File: src/hw/hdrc_pkg.sv
// hdrc_pkg: constants shared by the hdr compander / exposure limiter block
// assumes: 32-bit axi4-lite register bus, 12-bit long and short exposure pixels
package hdrc_pkg;

   // register byte offsets
   localparam logic [7:0]  ADDR_CTRL       = 8'h00;   // control: compand, hdr, ratio, motion
   localparam logic [7:0]  ADDR_FRAME_LEN  = 8'h04;   // frame length in rows
   localparam logic [7:0]  ADDR_COARSE     = 8'h08;   // requested long-exposure rows
   localparam logic [7:0]  ADDR_LIMITS     = 8'h0C;   // {max rows, applied rows}
   localparam logic [7:0]  ADDR_STATUS     = 8'h10;   // {over cap, short rows}
   localparam logic [7:0]  ADDR_MOTION     = 8'h14;   // motion-corrected pixel count

   // control field positions
   localparam int          CTRL_COMPAND_BIT = 0;
   localparam int          CTRL_HDR_BIT     = 1;
   localparam int          CTRL_RATIO_LSB   = 2;      // two-bit exposure_ratio_sel
   localparam int          CTRL_MOTION_BIT  = 14;
   localparam int          STATUS_CAP_BIT   = 16;
   localparam logic [15:0] CTRL_WMASK       = 16'h400F;

   // reset values: hdr on, 16x ratio, companding off
   localparam logic [15:0] CTRL_RESET      = 16'h000A;
   localparam logic [15:0] FRAME_LEN_RESET = 16'h0400;
   localparam logic [15:0] COARSE_RESET    = 16'h0200;

   // exposure ratio encodings
   localparam logic [1:0]  RATIO_4X  = 2'h0;
   localparam logic [1:0]  RATIO_8X  = 2'h1;
   localparam logic [1:0]  RATIO_16X = 2'h2;
   localparam logic [1:0]  RATIO_32X = 2'h3;

   // row limits
   localparam logic [15:0] LINE_BUFFERS    = 16'h0046; // 70 intermediate line buffers
   localparam logic [15:0] HDR_ROW_MARGIN  = 16'h0047; // 71
   localparam logic [15:0] LIN_ROW_MARGIN  = 16'h0001;
   localparam logic [15:0] EFF_RECIP_70    = 16'h03A9; // 16/70 scaled by 4096
   localparam int          EFF_RECIP_SHIFT = 12;
   localparam int          EFF_FRAC        = 4;        // ratio carried with 4 fraction bits

   // compander knees, bases and segment shifts
   localparam logic [15:0] KNEE1  = 16'h0400;
   localparam logic [15:0] KNEE2  = 16'h1000;
   localparam logic [15:0] KNEE3  = 16'h8000;
   localparam logic [11:0] BASE2  = 12'h400;
   localparam logic [11:0] BASE3  = 12'hA00;
   localparam logic [11:0] BASE4  = 12'hD80;
   localparam int          SHIFT2 = 1;
   localparam int          SHIFT3 = 5;
   localparam int          SHIFT4 = 6;
   localparam logic [11:0] CODE_MAX = 12'hF7F;

   // pixel path
   localparam logic [11:0] SAT_LEVEL     = 12'hF00;  // long pixel treated as clipped
   localparam logic [15:0] MOTION_THRESH = 16'h0100;
   localparam int          PIX_W         = 16;
   localparam int          FIFO_DEPTH    = 32;
   localparam int          FIFO_MARGIN   = 3;

   // axi responses
   localparam logic [1:0]  RESP_OKAY   = 2'h0;
   localparam logic [1:0]  RESP_SLVERR = 2'h2;

endpackage : hdrc_pkg

File: src/hw/hdrc_compander.sv
// hdrc_compander: fixed four-segment 16-to-12 bit compander, purely combinational
// assumes: input already shifted to the 16-bit range by the caller
`timescale 1ns/10ps
module hdrc_compander
   import hdrc_pkg::*;
(
   // linear value in
   input  wire logic [15:0] lin_in,
   // compressed code out
   output logic      [11:0] code_out
);

   // each segment divides by a power of two, so truncation is a shift
   always_comb begin
      if (lin_in < KNEE1) begin
         code_out = lin_in[11:0];
      end else if (lin_in < KNEE2) begin
         code_out = BASE2 + 12'(16'(lin_in - KNEE1) >> SHIFT2);
      end else if (lin_in < KNEE3) begin
         code_out = BASE3 + 12'(16'(lin_in - KNEE2) >> SHIFT3);
      end else begin
         code_out = BASE4 + 12'(16'(lin_in - KNEE3) >> SHIFT4);
      end
   end

endmodule : hdrc_compander

File: src/hw/hdrc_fifo.sv
// hdrc_fifo: flip-flop fifo with valid/ready on both sides
// assumes: one clock, reset already synchronised by the caller
`timescale 1ns/10ps
module hdrc_fifo #(
   parameter int WIDTH = 16,
   parameter int DEPTH = 32
) (
   // clock and reset
   input  wire logic                       clk,
   input  wire logic                       rst_n,
   // fill side
   input  wire logic                       in_valid,
   output logic                            in_ready,
   input  wire logic [WIDTH-1:0]           in_data,
   // drain side
   output logic                            out_valid,
   input  wire logic                       out_ready,
   output logic [WIDTH-1:0]                out_data,
   // occupancy
   output logic [$clog2(DEPTH+1)-1:0]      count
);
   localparam int PW = $clog2(DEPTH);
   localparam int CW = $clog2(DEPTH+1);

   typedef struct packed {
      logic [DEPTH-1:0][WIDTH-1:0] mem;   // storage words
      logic [PW-1:0]               wr_idx;
      logic [PW-1:0]               rd_idx;
      logic [CW-1:0]               count;
   } hdrc_fifo_s;

   hdrc_fifo_s st_reg;                    // registered state
   hdrc_fifo_s st_next;                   // next state
   logic       push;                      // word enters
   logic       pop;                       // word leaves

   assign in_ready  = (st_reg.count != CW'(DEPTH));
   assign out_valid = (st_reg.count != '0);
   assign out_data  = st_reg.mem[st_reg.rd_idx];
   assign count     = st_reg.count;
   assign push      = in_valid && in_ready;
   assign pop       = out_valid && out_ready;

   // pointer wrap relies on a power-of-two depth
   always_comb begin
      st_next = st_reg;
      if (push) begin
         st_next.mem[st_reg.wr_idx] = in_data;
         st_next.wr_idx             = st_reg.wr_idx + PW'(1);
      end
      if (pop) begin
         st_next.rd_idx = st_reg.rd_idx + PW'(1);
      end
      st_next.count = st_reg.count + CW'(push) - CW'(pop);
   end

   // state register
   always_ff @(posedge clk or negedge rst_n) begin
      if (!rst_n) begin
         st_reg <= '0;
      end else begin
         st_reg <= st_next;
      end
   end

endmodule : hdrc_fifo

File: src/hw/hdrc_top.sv
// hdrc_top: hdr merge, ratio shift, compander, exposure row limiter, axi4-lite registers
// assumes: pixels from the exposure combiner on clk; isp drains with valid/ready
//
// Contract
// - merge long and short into 16-bit linear
// - compand enable reduces pixel to 12 bits; code compands only with hdr on, linear mode passes the 16-bit word
// - 0-1023 pass; 1024-4095 halved above 1024
// - 4096-32767 divided by 32 plus 2560
// - 32768-65535 divided by 64 plus 3456
// - shift merged data to 16 bits before compander
// - ratio field value 2 selects 16x
// - 70 line buffers cap long rows
// - over cap: short held 70, effective ratio
// - max long rows: frame minus 71 or 1
// - minimum rows: one linear, half ratio hdr
// - control bit 14 enables motion correction
//
// Chosen here: register access over AXI4-Lite and the address map.
`timescale 1ns/10ps
module hdrc_top
   import hdrc_pkg::*;
(
   // clock and reset
   input  wire logic        clk,
   input  wire logic        rst_n,
   // axi4-lite write address / data / response
   input  wire logic        s_axi_awvalid,
   output logic             s_axi_awready,
   input  wire logic [7:0]  s_axi_awaddr,
   input  wire logic        s_axi_wvalid,
   output logic             s_axi_wready,
   input  wire logic [31:0] s_axi_wdata,
   input  wire logic [3:0]  s_axi_wstrb,
   output logic             s_axi_bvalid,
   input  wire logic        s_axi_bready,
   output logic [1:0]       s_axi_bresp,
   // axi4-lite read
   input  wire logic        s_axi_arvalid,
   output logic             s_axi_arready,
   input  wire logic [7:0]  s_axi_araddr,
   output logic             s_axi_rvalid,
   input  wire logic        s_axi_rready,
   output logic [31:0]      s_axi_rdata,
   output logic [1:0]       s_axi_rresp,
   // pixel pairs from the exposure combiner
   input  wire logic        pix_valid,
   output logic             pix_ready,
   input  wire logic [11:0] long_exposure,
   input  wire logic [11:0] short_exposure,
   // pixel stream to the isp
   output logic             isp_valid,
   input  wire logic        isp_ready,
   output logic [15:0]      isp_data
);
   localparam int CW = $clog2(FIFO_DEPTH+1);

   typedef struct packed {
      logic        awready, wready, aw_held, w_held, bvalid, arready, rvalid;
      logic [7:0]  aw_addr;
      logic [31:0] w_data;
      logic [3:0]  w_strb;
      logic [1:0]  bresp, rresp;
      logic [31:0] rdata;
      logic [15:0] ctrl, frame_len, coarse;          // software settings
      logic [15:0] applied_long, max_long, short_rows, eff_q4, motion_cnt;
      logic        over_cap;                         // long rows past buffer cap
      logic        in_ready, s1_valid;
      logic [15:0] s1_data;                          // shifted linear pixel
      logic        out_valid;
      logic [15:0] out_data;
   } hdrc_state_s;

   localparam hdrc_state_s ST_RESET = '{ctrl: CTRL_RESET, frame_len: FRAME_LEN_RESET,
                                        coarse: COARSE_RESET, default: '0};

   logic              rst_meta_n, rst_sync_n;       // reset release synchroniser
   hdrc_state_s       st_reg, st_next;              // block state apart from the fifo and the reset synchroniser
   logic              hdr_c, comp_c, motion_en_c;   // decoded control bits
   logic [1:0]        ratio_sel;                    // exposure_ratio_sel
   logic [2:0]        ratio_log2;
   logic [15:0]       ratio_c, cap_c, frame_hdr_c, frame_lin_c, min_c, lim_c, applied_c;
   logic              over_cap_c;
   logic              accept;                       // pixel pair taken
   logic              sat_c, motion_hit;
   logic [23:0]       long24, scaled24, merged24, shifted24, diff24;
   logic [15:0]       lin16;
   logic [11:0]       code;                         // compander output
   logic              fifo_in_ready, fifo_out_valid, fifo_out_ready;
   logic [15:0]       fifo_in_data, fifo_out_data;
   logic [CW-1:0]     fifo_count;
   logic [31:0]       wr_full;                      // strobe-merged write word

   // reset is asserted at once and released two edges later
   always_ff @(posedge clk or negedge rst_n) begin
      if (!rst_n) begin
         rst_meta_n <= 1'b0;
         rst_sync_n <= 1'b0;
      end else begin
         rst_meta_n <= 1'b1;
         rst_sync_n <= rst_meta_n;
      end
   end

   // control decode
   assign hdr_c       = st_reg.ctrl[CTRL_HDR_BIT];
   assign comp_c      = st_reg.ctrl[CTRL_COMPAND_BIT];
   assign motion_en_c = st_reg.ctrl[CTRL_MOTION_BIT];
   assign ratio_sel   = st_reg.ctrl[CTRL_RATIO_LSB +: 2];
   assign ratio_log2  = 3'(ratio_sel) + 3'h2;
   assign ratio_c     = 16'h0001 << ratio_log2;
   assign accept      = pix_valid && st_reg.in_ready;

   // exposure row limits, recomputed every cycle from the settings
   always_comb begin
      cap_c       = LINE_BUFFERS << ratio_log2;
      frame_hdr_c = (st_reg.frame_len > HDR_ROW_MARGIN) ?
                    st_reg.frame_len - HDR_ROW_MARGIN : 16'h0000;
      frame_lin_c = (st_reg.frame_len > LIN_ROW_MARGIN) ?
                    st_reg.frame_len - LIN_ROW_MARGIN : 16'h0000;
      min_c       = hdr_c ? (ratio_c >> 1) : 16'h0001;
      lim_c       = hdr_c ? frame_hdr_c : frame_lin_c;
      // the lower bound wins when a short frame leaves no legal range
      applied_c   = (st_reg.coarse > lim_c) ? lim_c : st_reg.coarse;
      if (applied_c < min_c) begin
         applied_c = min_c;
      end
      over_cap_c  = hdr_c && (applied_c > cap_c);
   end

   // pixel merge: clipped long pixels and motion regions take the scaled short pixel
   always_comb begin
      long24    = 24'(long_exposure);
      scaled24  = 24'((28'(short_exposure) * 28'(st_reg.eff_q4)) >> EFF_FRAC);
      sat_c     = long_exposure >= SAT_LEVEL;
      diff24    = (long24 > scaled24) ? long24 - scaled24 : scaled24 - long24;
      motion_hit = hdr_c && motion_en_c && !sat_c && (diff24 > 24'(MOTION_THRESH));
      merged24  = (sat_c || motion_hit) ? scaled24 : long24;
      // the shift follows the programmed ratio even past the cap
      unique case (ratio_sel)
         RATIO_4X:  shifted24 = merged24 << 2;
         RATIO_8X:  shifted24 = merged24 << 1;
         RATIO_16X: shifted24 = merged24;
         RATIO_32X: shifted24 = merged24 >> 1;
      endcase
      // clip rather than wrap if a long exposure overshoots the range
      lin16 = (shifted24[23:16] != 8'h00) ? 16'hFFFF : shifted24[15:0];
   end

   hdrc_compander u_compander (
      .lin_in   (st_reg.s1_data),
      .code_out (code)
   );

   // 12-bit code only in hdr with companding on; otherwise the linear word
   assign fifo_in_data   = (hdr_c && comp_c) ? {4'h0, code} : st_reg.s1_data;
   assign fifo_out_ready = !st_reg.out_valid || isp_ready;

   hdrc_fifo #(
      .WIDTH (PIX_W),
      .DEPTH (FIFO_DEPTH)
   ) u_fifo (
      .clk       (clk),
      .rst_n     (rst_sync_n),
      .in_valid  (st_reg.s1_valid),
      .in_ready  (fifo_in_ready),
      .in_data   (fifo_in_data),
      .out_valid (fifo_out_valid),
      .out_ready (fifo_out_ready),
      .out_data  (fifo_out_data),
      .count     (fifo_count)
   );

   // byte-lane merge of the held write data into the addressed register
   always_comb begin
      wr_full = 32'h0000_0000;
      unique case (st_reg.aw_addr)
         ADDR_CTRL:      wr_full = {16'h0000, st_reg.ctrl};
         ADDR_FRAME_LEN: wr_full = {16'h0000, st_reg.frame_len};
         ADDR_COARSE:    wr_full = {16'h0000, st_reg.coarse};
         default:        wr_full = 32'h0000_0000;
      endcase
      for (int b = 0; b < 4; b++) begin
         if (st_reg.w_strb[b]) begin
            wr_full[8*b +: 8] = st_reg.w_data[8*b +: 8];
         end
      end
   end

   // next state of the block, apart from the fifo and the reset synchroniser
   always_comb begin
      st_next = st_reg;
      // write channel: address and data held in either order
      st_next.awready = !st_reg.aw_held && !st_reg.bvalid;
      st_next.wready  = !st_reg.w_held && !st_reg.bvalid;
      if (s_axi_awvalid && st_reg.awready) begin
         st_next.aw_held = 1'b1;
         st_next.aw_addr = s_axi_awaddr;
         st_next.awready = 1'b0;
      end
      if (s_axi_wvalid && st_reg.wready) begin
         st_next.w_held = 1'b1;
         st_next.w_data = s_axi_wdata;
         st_next.w_strb = s_axi_wstrb;
         st_next.wready = 1'b0;
      end
      if (st_reg.bvalid && s_axi_bready) begin
         st_next.bvalid = 1'b0;
      end
      if (st_reg.aw_held && st_reg.w_held && !st_reg.bvalid) begin
         st_next.aw_held = 1'b0;
         st_next.w_held  = 1'b0;
         st_next.bvalid  = 1'b1;
         st_next.bresp   = RESP_OKAY;
         unique case (st_reg.aw_addr)
            ADDR_CTRL:      st_next.ctrl      = wr_full[15:0] & CTRL_WMASK;
            ADDR_FRAME_LEN: st_next.frame_len = wr_full[15:0];
            ADDR_COARSE:    st_next.coarse    = wr_full[15:0];
            ADDR_LIMITS, ADDR_STATUS, ADDR_MOTION: st_next.bresp = RESP_OKAY;
            default:        st_next.bresp = RESP_SLVERR;
         endcase
      end
      // read channel: one outstanding read, data one edge after the address
      if (st_reg.rvalid && s_axi_rready) begin
         st_next.rvalid = 1'b0;
      end
      if (s_axi_arvalid && st_reg.arready) begin
         st_next.rvalid = 1'b1;
         st_next.rresp  = RESP_OKAY;
         unique case (s_axi_araddr)
            ADDR_CTRL:      st_next.rdata = {16'h0000, st_reg.ctrl};
            ADDR_FRAME_LEN: st_next.rdata = {16'h0000, st_reg.frame_len};
            ADDR_COARSE:    st_next.rdata = {16'h0000, st_reg.coarse};
            ADDR_LIMITS:    st_next.rdata = {st_reg.max_long, st_reg.applied_long};
            ADDR_STATUS:    st_next.rdata = {15'h0000, st_reg.over_cap, st_reg.short_rows};
            ADDR_MOTION:    st_next.rdata = {16'h0000, st_reg.motion_cnt};
            default: begin
               st_next.rdata = 32'h0000_0000;
               st_next.rresp = RESP_SLVERR;
            end
         endcase
      end
      st_next.arready = !st_next.rvalid;
      // exposure results
      st_next.applied_long = applied_c;
      st_next.max_long     = hdr_c ? ((cap_c < frame_hdr_c) ? cap_c : frame_hdr_c)
                                   : frame_lin_c;
      st_next.over_cap     = over_cap_c;
      st_next.short_rows   = over_cap_c ? LINE_BUFFERS : (applied_c >> ratio_log2);
      st_next.eff_q4       = over_cap_c ?
                             16'((32'(applied_c) * 32'(EFF_RECIP_70)) >> EFF_RECIP_SHIFT) :
                             (ratio_c << EFF_FRAC);
      // pixel stage: margin covers the stage and a pair already in flight
      st_next.in_ready = (32'(fifo_count) + FIFO_MARGIN <= FIFO_DEPTH);
      st_next.s1_valid = accept;
      if (accept) begin
         st_next.s1_data = hdr_c ? lin16 : {4'h0, long_exposure};
         if (motion_hit) begin
            st_next.motion_cnt = st_reg.motion_cnt + 16'h0001;
         end
      end
      // output register in front of the isp
      if (fifo_out_ready) begin
         st_next.out_valid = fifo_out_valid;
         st_next.out_data  = fifo_out_data;
      end
   end

   // state register
   always_ff @(posedge clk or negedge rst_sync_n) begin
      if (!rst_sync_n) begin
         st_reg <= ST_RESET;
      end else begin
         st_reg <= st_next;
      end
   end

   // outputs straight from flip-flops
   assign s_axi_awready = st_reg.awready;
   assign s_axi_wready  = st_reg.wready;
   assign s_axi_bvalid  = st_reg.bvalid;
   assign s_axi_bresp   = st_reg.bresp;
   assign s_axi_arready = st_reg.arready;
   assign s_axi_rvalid  = st_reg.rvalid;
   assign s_axi_rdata   = st_reg.rdata;
   assign s_axi_rresp   = st_reg.rresp;
   assign pix_ready     = st_reg.in_ready;
   assign isp_valid     = st_reg.out_valid;
   assign isp_data      = st_reg.out_data;
endmodule : hdrc_top

File: config.mk
export PLATFORM = sky130hd
export DESIGN_NAME = hdrc_top
export DESIGN_NICKNAME = d
export VERILOG_FILES = /design/src/hw/hdrc_pkg.sv /design/src/hw/hdrc_compander.sv /design/src/hw/hdrc_fifo.sv /design/src/hw/hdrc_top.sv
export SDC_FILE = /design/constraint.sdc
export NUM_CORES = 2
export LEC_CHECK = 0
export BUFFER_PORTS_ARGS = -buffer_cell sky130_fd_sc_hd__buf_2
export CORE_ASPECT_RATIO = 1.1
export CORE_MARGIN = 2
export CORE_UTILIZATION = 30
export DETAILED_ROUTE_END_ITERATION = 7
export PLACE_DENSITY = 0.53
export RECOVER_POWER = 100
export SYNTH_ARGS = -nofsm -noshare
export SYNTH_HDL_FRONTEND = slang
export SYNTH_HIERARCHICAL = 1
export SYNTH_SLANG_ARGS = --single-unit
File: constraint.sdc
create_clock -name clk -period 28.5 [get_ports clk]
set_clock_uncertainty 0.05 [all_clocks]
set_input_delay 1.425 -clock clk [delete_from_list [all_inputs] [get_ports clk]]
set_output_delay 1.425 -clock clk [all_outputs]
set_load 0.05 [all_outputs]
Word level (Yosys, flattened, before mapping)
Index checks and enable logic that the tools add are counted.

word-level totals
  flip-flop bits (word level) = 752
  logic and storage cells = 194
  output and inout port bits = 59
  bits of input ports = 85

cells by class
  $mul = 2
  mux-type cells = 38
  shifts and indexed selects = 3
  $lt $le $gt $ge = 16
  reductions and logical operators = 40
  equal/unequal tests = 14
  add/subtract/negate cells = 17

operators with widths
  kind                                                                              number
  512-bit bitwise mux                                                               1
  16-bit 2-to-1 mux                                                                 14
  32-bit one-hot mux with 6 select lines                                            1
  24-bit one-hot mux with 4 select lines                                            1
  16-bit binary-select mux with 5-bit select                                        1
  16-bit demux with 5-bit select                                                    1
  24-bit 2-to-1 mux                                                                 2
  12-bit 2-to-1 mux                                                                 3
  8-bit by 4-bit equality test with 1-bit output, second input constant             4
  8-bit by 5-bit equality test with 1-bit output, second input constant             4
  16-bit greater-than comparator                                                    2
  16-bit one-hot mux with 2 select lines                                            1
  12-bit by 16-bit multiplier with 28-bit output                                    1
  16-bit by 10-bit multiplier with 26-bit output, second input constant             1
  12-bit by 24-bit greater-than comparator with 1-bit output                        1
  24-bit by 9-bit greater-than comparator with 1-bit output, second input constant  1
  12-bit by 24-bit subtractor with 24-bit output                                    1
  24-bit by 12-bit subtractor with 24-bit output                                    1
  1-bit logical AND                                                                 18
  16-bit by 1-bit adder with 16-bit output, second input constant                   1
  8-bit by 3-bit equality test with 1-bit output, second input constant             2
  16-bit by 1-bit greater-than comparator with 1-bit output, second input constant  1
  16-bit by 7-bit greater-than comparator with 1-bit output, second input constant  1
  8-bit zero test                                                                   2
  other kinds (41)                                                                  64

Logic depth before layout (Yosys ltp)
  depth after elaboration = 11
  gate-level depth with buffers = 52
  depth with buffers taken out = 49

By module
Netlist, hierarchy kept.

by module, submodules not included
  module          area each (um^2)  cells each  seq. area each (um^2)  instances
  hdrc_fifo       24,558.6          1,577       13,212.7               1
  hdrc_top        23,151.0          2,560       5,460.2                1
  hdrc_compander  565.5             74          0.0                    1

Worst setup path after synthesis
Ideal clock, no wire load.

  path type = register -> register
  start = reg, netlist name st_reg[136]
  end = reg, netlist name st_reg[63]
  path buffers = 3
  arrival time = 10.530 ns
  cell stages (with the launch flop) = 48
  data required time = 28.330 ns
  setup time = 0.120 ns
  clock period less this slack = 10.700 ns
  setup slack = 17.800 ns
  path through = dfrtp_1 -> buf_6 -> or3_1 -> or3_1 -> clkbuf_1 -> or2_2 -> or3_1 -> xor2_1 -> o22ai_1 -> inv_1 -> ha_1 -> and4_1 -> nand3_1 -> o22ai_1 -> a211oi_1 -> mux2i_1 -> nand2_1 -> clkbuf_1 -> (+12 left out) -> fa_1 -> inv_1 -> fa_1 -> ha_1 -> inv_1 -> fa_1 -> inv_1 -> ha_1 -> a21o_1 -> a21oi_1 -> inv_1 -> a2111oi_0 -> a311o_1 -> and2_4 -> o211a_4 -> nor3_2 -> or4_1 -> a31o_2

==> flow_summary.yaml <==
worst_setup_path:
  timing.critical_path.to_type: "asynchronous set/reset pin"
  worst_path_required_time_ns: 27.83
  crit_path_max_fanout: 125
  worst_path_largest_cell_delay_ns: 5.21
  cp_common_cell: "clkbuf_1"
  timing.critical_path.cells: "clkbuf_1, clkbuf_1, clkbuf_1, clkbuf_1"
  r2r.worst_path.cells: 4
  kind_of_start_point_of_the_critical_path: "register"
  worst-endpoint-arrival_ns: 16.20
  reg2reg_from: "rst_sync_n$_DFF_PN0_"
  timing.reg2reg.setup_slack_ns: 11.62
  timing.rr.end: "u_fifo/st_reg[7]$_DFFE_PN0P_"
  crit_path_top_delay_cell: "clkbuf_1"
  kind_of_critical_path: "reg2async"
final_layout:
  layout.cell_area.non_filler_um2: 52600
  multiInputGateArea_um2: 26200
  area.sequential_um2: 18700
  number_of_flip_flops_in_the_largest_register: 522
  fillerInstances: 16300
  final_layout_size_suffix_gt1_share_pct: 22.8
  area.growth.synth_to_final_pct: 8.99
  nets: 4633
  final_cells: 6323
clock_network:
  hold_buffers: 0
  cts_setup_buffers: 0
  clk-insertion-delay-late_ns: 0.69
  clk_transition_reported_paths_ns: 0.06
  tritoncts_clock_tree: "built"
  clock_tree_root_buffer_cell: "clkbuf_16"
  clock_sink_count: 746
  cts-htree-levels: 3
  cts_inserted_buffers: 85
  cts_repair_resize_count: 0
  cts-root-to-sink-buffers: 3
worst_hold_path:
  timing.hold.worst.start: "rst_meta_n$_DFF_PN0_"
  timing.hold.worst.class: "reg2reg"
  holdPathEnd: "rst_sync_n$_DFF_PN0_"
  hold-path-cell-count: 0
global_routing:
  grt_max_degree: 164
  overflow: 0
  number_of_global_route_vias_before_repair: 34100
  grtUsageTotal_pct: 16.2
  number_of_antenna_violations_at_the_first_check_in_global_routing: 16
  first_pass_grt_wire_length_mm: 209
power_and_ir_drop:
  pwr_density_cell_nw_per_um2: 119
  power.share.clock_pct: 17.6
  p_int_uw: 3390
  net_sw_share_pct: 46.0
  p_leak_uw: 0.0253
  fraction_of_power_consumed_by_sequential_logic_pct: 24.1
  worst_ir_drop_vdd_mv: 0.120
  switchingPower_uw: 2890
  power.share.combinational_pct: 58.3
placement:
  post-dp-hpwl_mm: 93.1
  placed_cells_incl_taps: 6162
  port_buffers: 123
  dpl-instance-area_um2: 50000
  finalWeightedCongestion: 0.871
  place_ws_ns: 15.82
floorplan:
  io-pin-count: 144
  std_cell_rows: 154
  die_area_um2: 164000
  die_x_um: 386
  die_h_um: 425
  fp.coreArea_um2: 160000
  initial_core_util_pct: 30.2
yosys:
  netlist_instances: 4210
  synth.yosys.warnings: 6
  synth_area_um2: 48300
  average_cell_area_after_synthesis_um2: 11.5
timing:
  relSlewSlack_pct: -388
  report.final.setup_viol: 0
  clock.fmax_ghz: 0.0593
  hold_viol: 0
  setup_total_negative_slack_ns: 0
  rsz0062_at_grt: "no"
  setup_slack_ns: 11.62
  worst-slew-pin-transition_ns: 7.33
  period_needed_ns: 16.88
  fin_crit_sh_pct: 59.2
  drv_slew: 943
routing:
  firstDrtPassIters: 7
  post_drt_wl_per_cell_um: 21.1
  vias: 32700
  detail-route-antenna-nets: 0
  via_per_inst: 5.16
  number_of_design_rule_violations_left_after_detail_routing: 0
  postRouteWirelength_mm: 133
  number_of_violations_reported_at_the_end_of_detailed_routing_iteration_0: 2074
job:
  cap_violations: 18
outcome:
  run_status: "finished, violations left"
  failing_checks: "capacitance limit, slew limit"
[cell usage in the layout (no fill, tap or decap), types with 49 or more instances in the layout]
master and instances:
fa_1 170, o21ai_0 93, inv_1 358, clkbuf_1 107, dfrtp_1 740, nand2_1 263, mux4_2 79, and2_1 68
a211oi_1 60, buf_2 62, xnor2_1 49, nor2_1 141, ha_1 235, clkbuf_16 85, mux2i_1 126, a22o_1 52
a21oi_1 133, a22oi_1 56, mux2_2 573
[through the flow]
| stage | total power, µW | utilization, % | hold WS [ns] |
|---|---|---|---|
| final | 6290 | 32.9 | 0.300 |
| after floorplan | 4350 | - | 0.281 |
| after CTS | 6410 | 33.1 | 0.303 |
| after detailed placement | 5250 | 31.3 | 0.290 |
| after global routing | 6920 | 32.9 | 0.315 |
| after global placement | 5220 | 31.3 | 0.287 |
[worst max-delay path: cells and delay by family (launching register included)]
family / cells / cell delay, ns
buf+inv: 4 / 13.38
flops: 1 / 2.01
[power groups by stage]
stage	Combinational (µW)	Sequential, µW	Clock [µW]
finish	3660	1520	1110
global route	4180	1550	1180
CTS	3750	1520	1140
detailed placement	3710	1530	0
global placement	3700	1520	0
floorplan	2910	1440	0
[per-layer routing]
metal	vias up	GRT usage (%)	part of all wire [%]
met5	-	0	0.016
met4	4	4.69	2.4
met3	190	1.82	3.7
met2	710	28.4	50
met1	17000	21.1	44
li1	14700	-	-
[how the worst max path moves through the flow]
stage                                 start  slack [ns]                            to
finish                 rst_sync_n$_DFF_PN0_       11.62  u_fifo/st_reg[7]$_DFFE_PN0P_
global route           rst_sync_n$_DFF_PN0_        7.99  u_fifo/st_reg[7]$_DFFE_PN0P_
CTS                 st_reg[134]$_DFFE_PN0P_       15.74          st_reg[63]$_DFF_PN0_
detailed placement  st_reg[134]$_DFFE_PN0P_       15.82          st_reg[63]$_DFF_PN0_
global placement    st_reg[134]$_DFFE_PN0P_       15.98          st_reg[63]$_DFF_PN0_
floorplan              rst_sync_n$_DFF_PN0_        6.12            comp_c$_DFFE_PN0P_
[cell type report]
| type | count | share of cell area (%) |
|---|---|---|
| Timing Repair Buffer | 180 | 1.67 |
| Inverter | 360 | 2.57 |
| Antenna cell | 6 | 0.0285 |
| Tap cell | 2106 | 5.01 |
| Clock inverter | 30 | 0.714 |
| Clock buffer | 125 | 4.73 |
| Multi-Input combinational cell | 2770 | 49.8 |
| Sequential cell | 746 | 35.5 |
No activity file was read; power rests on OpenSTA's default activity.
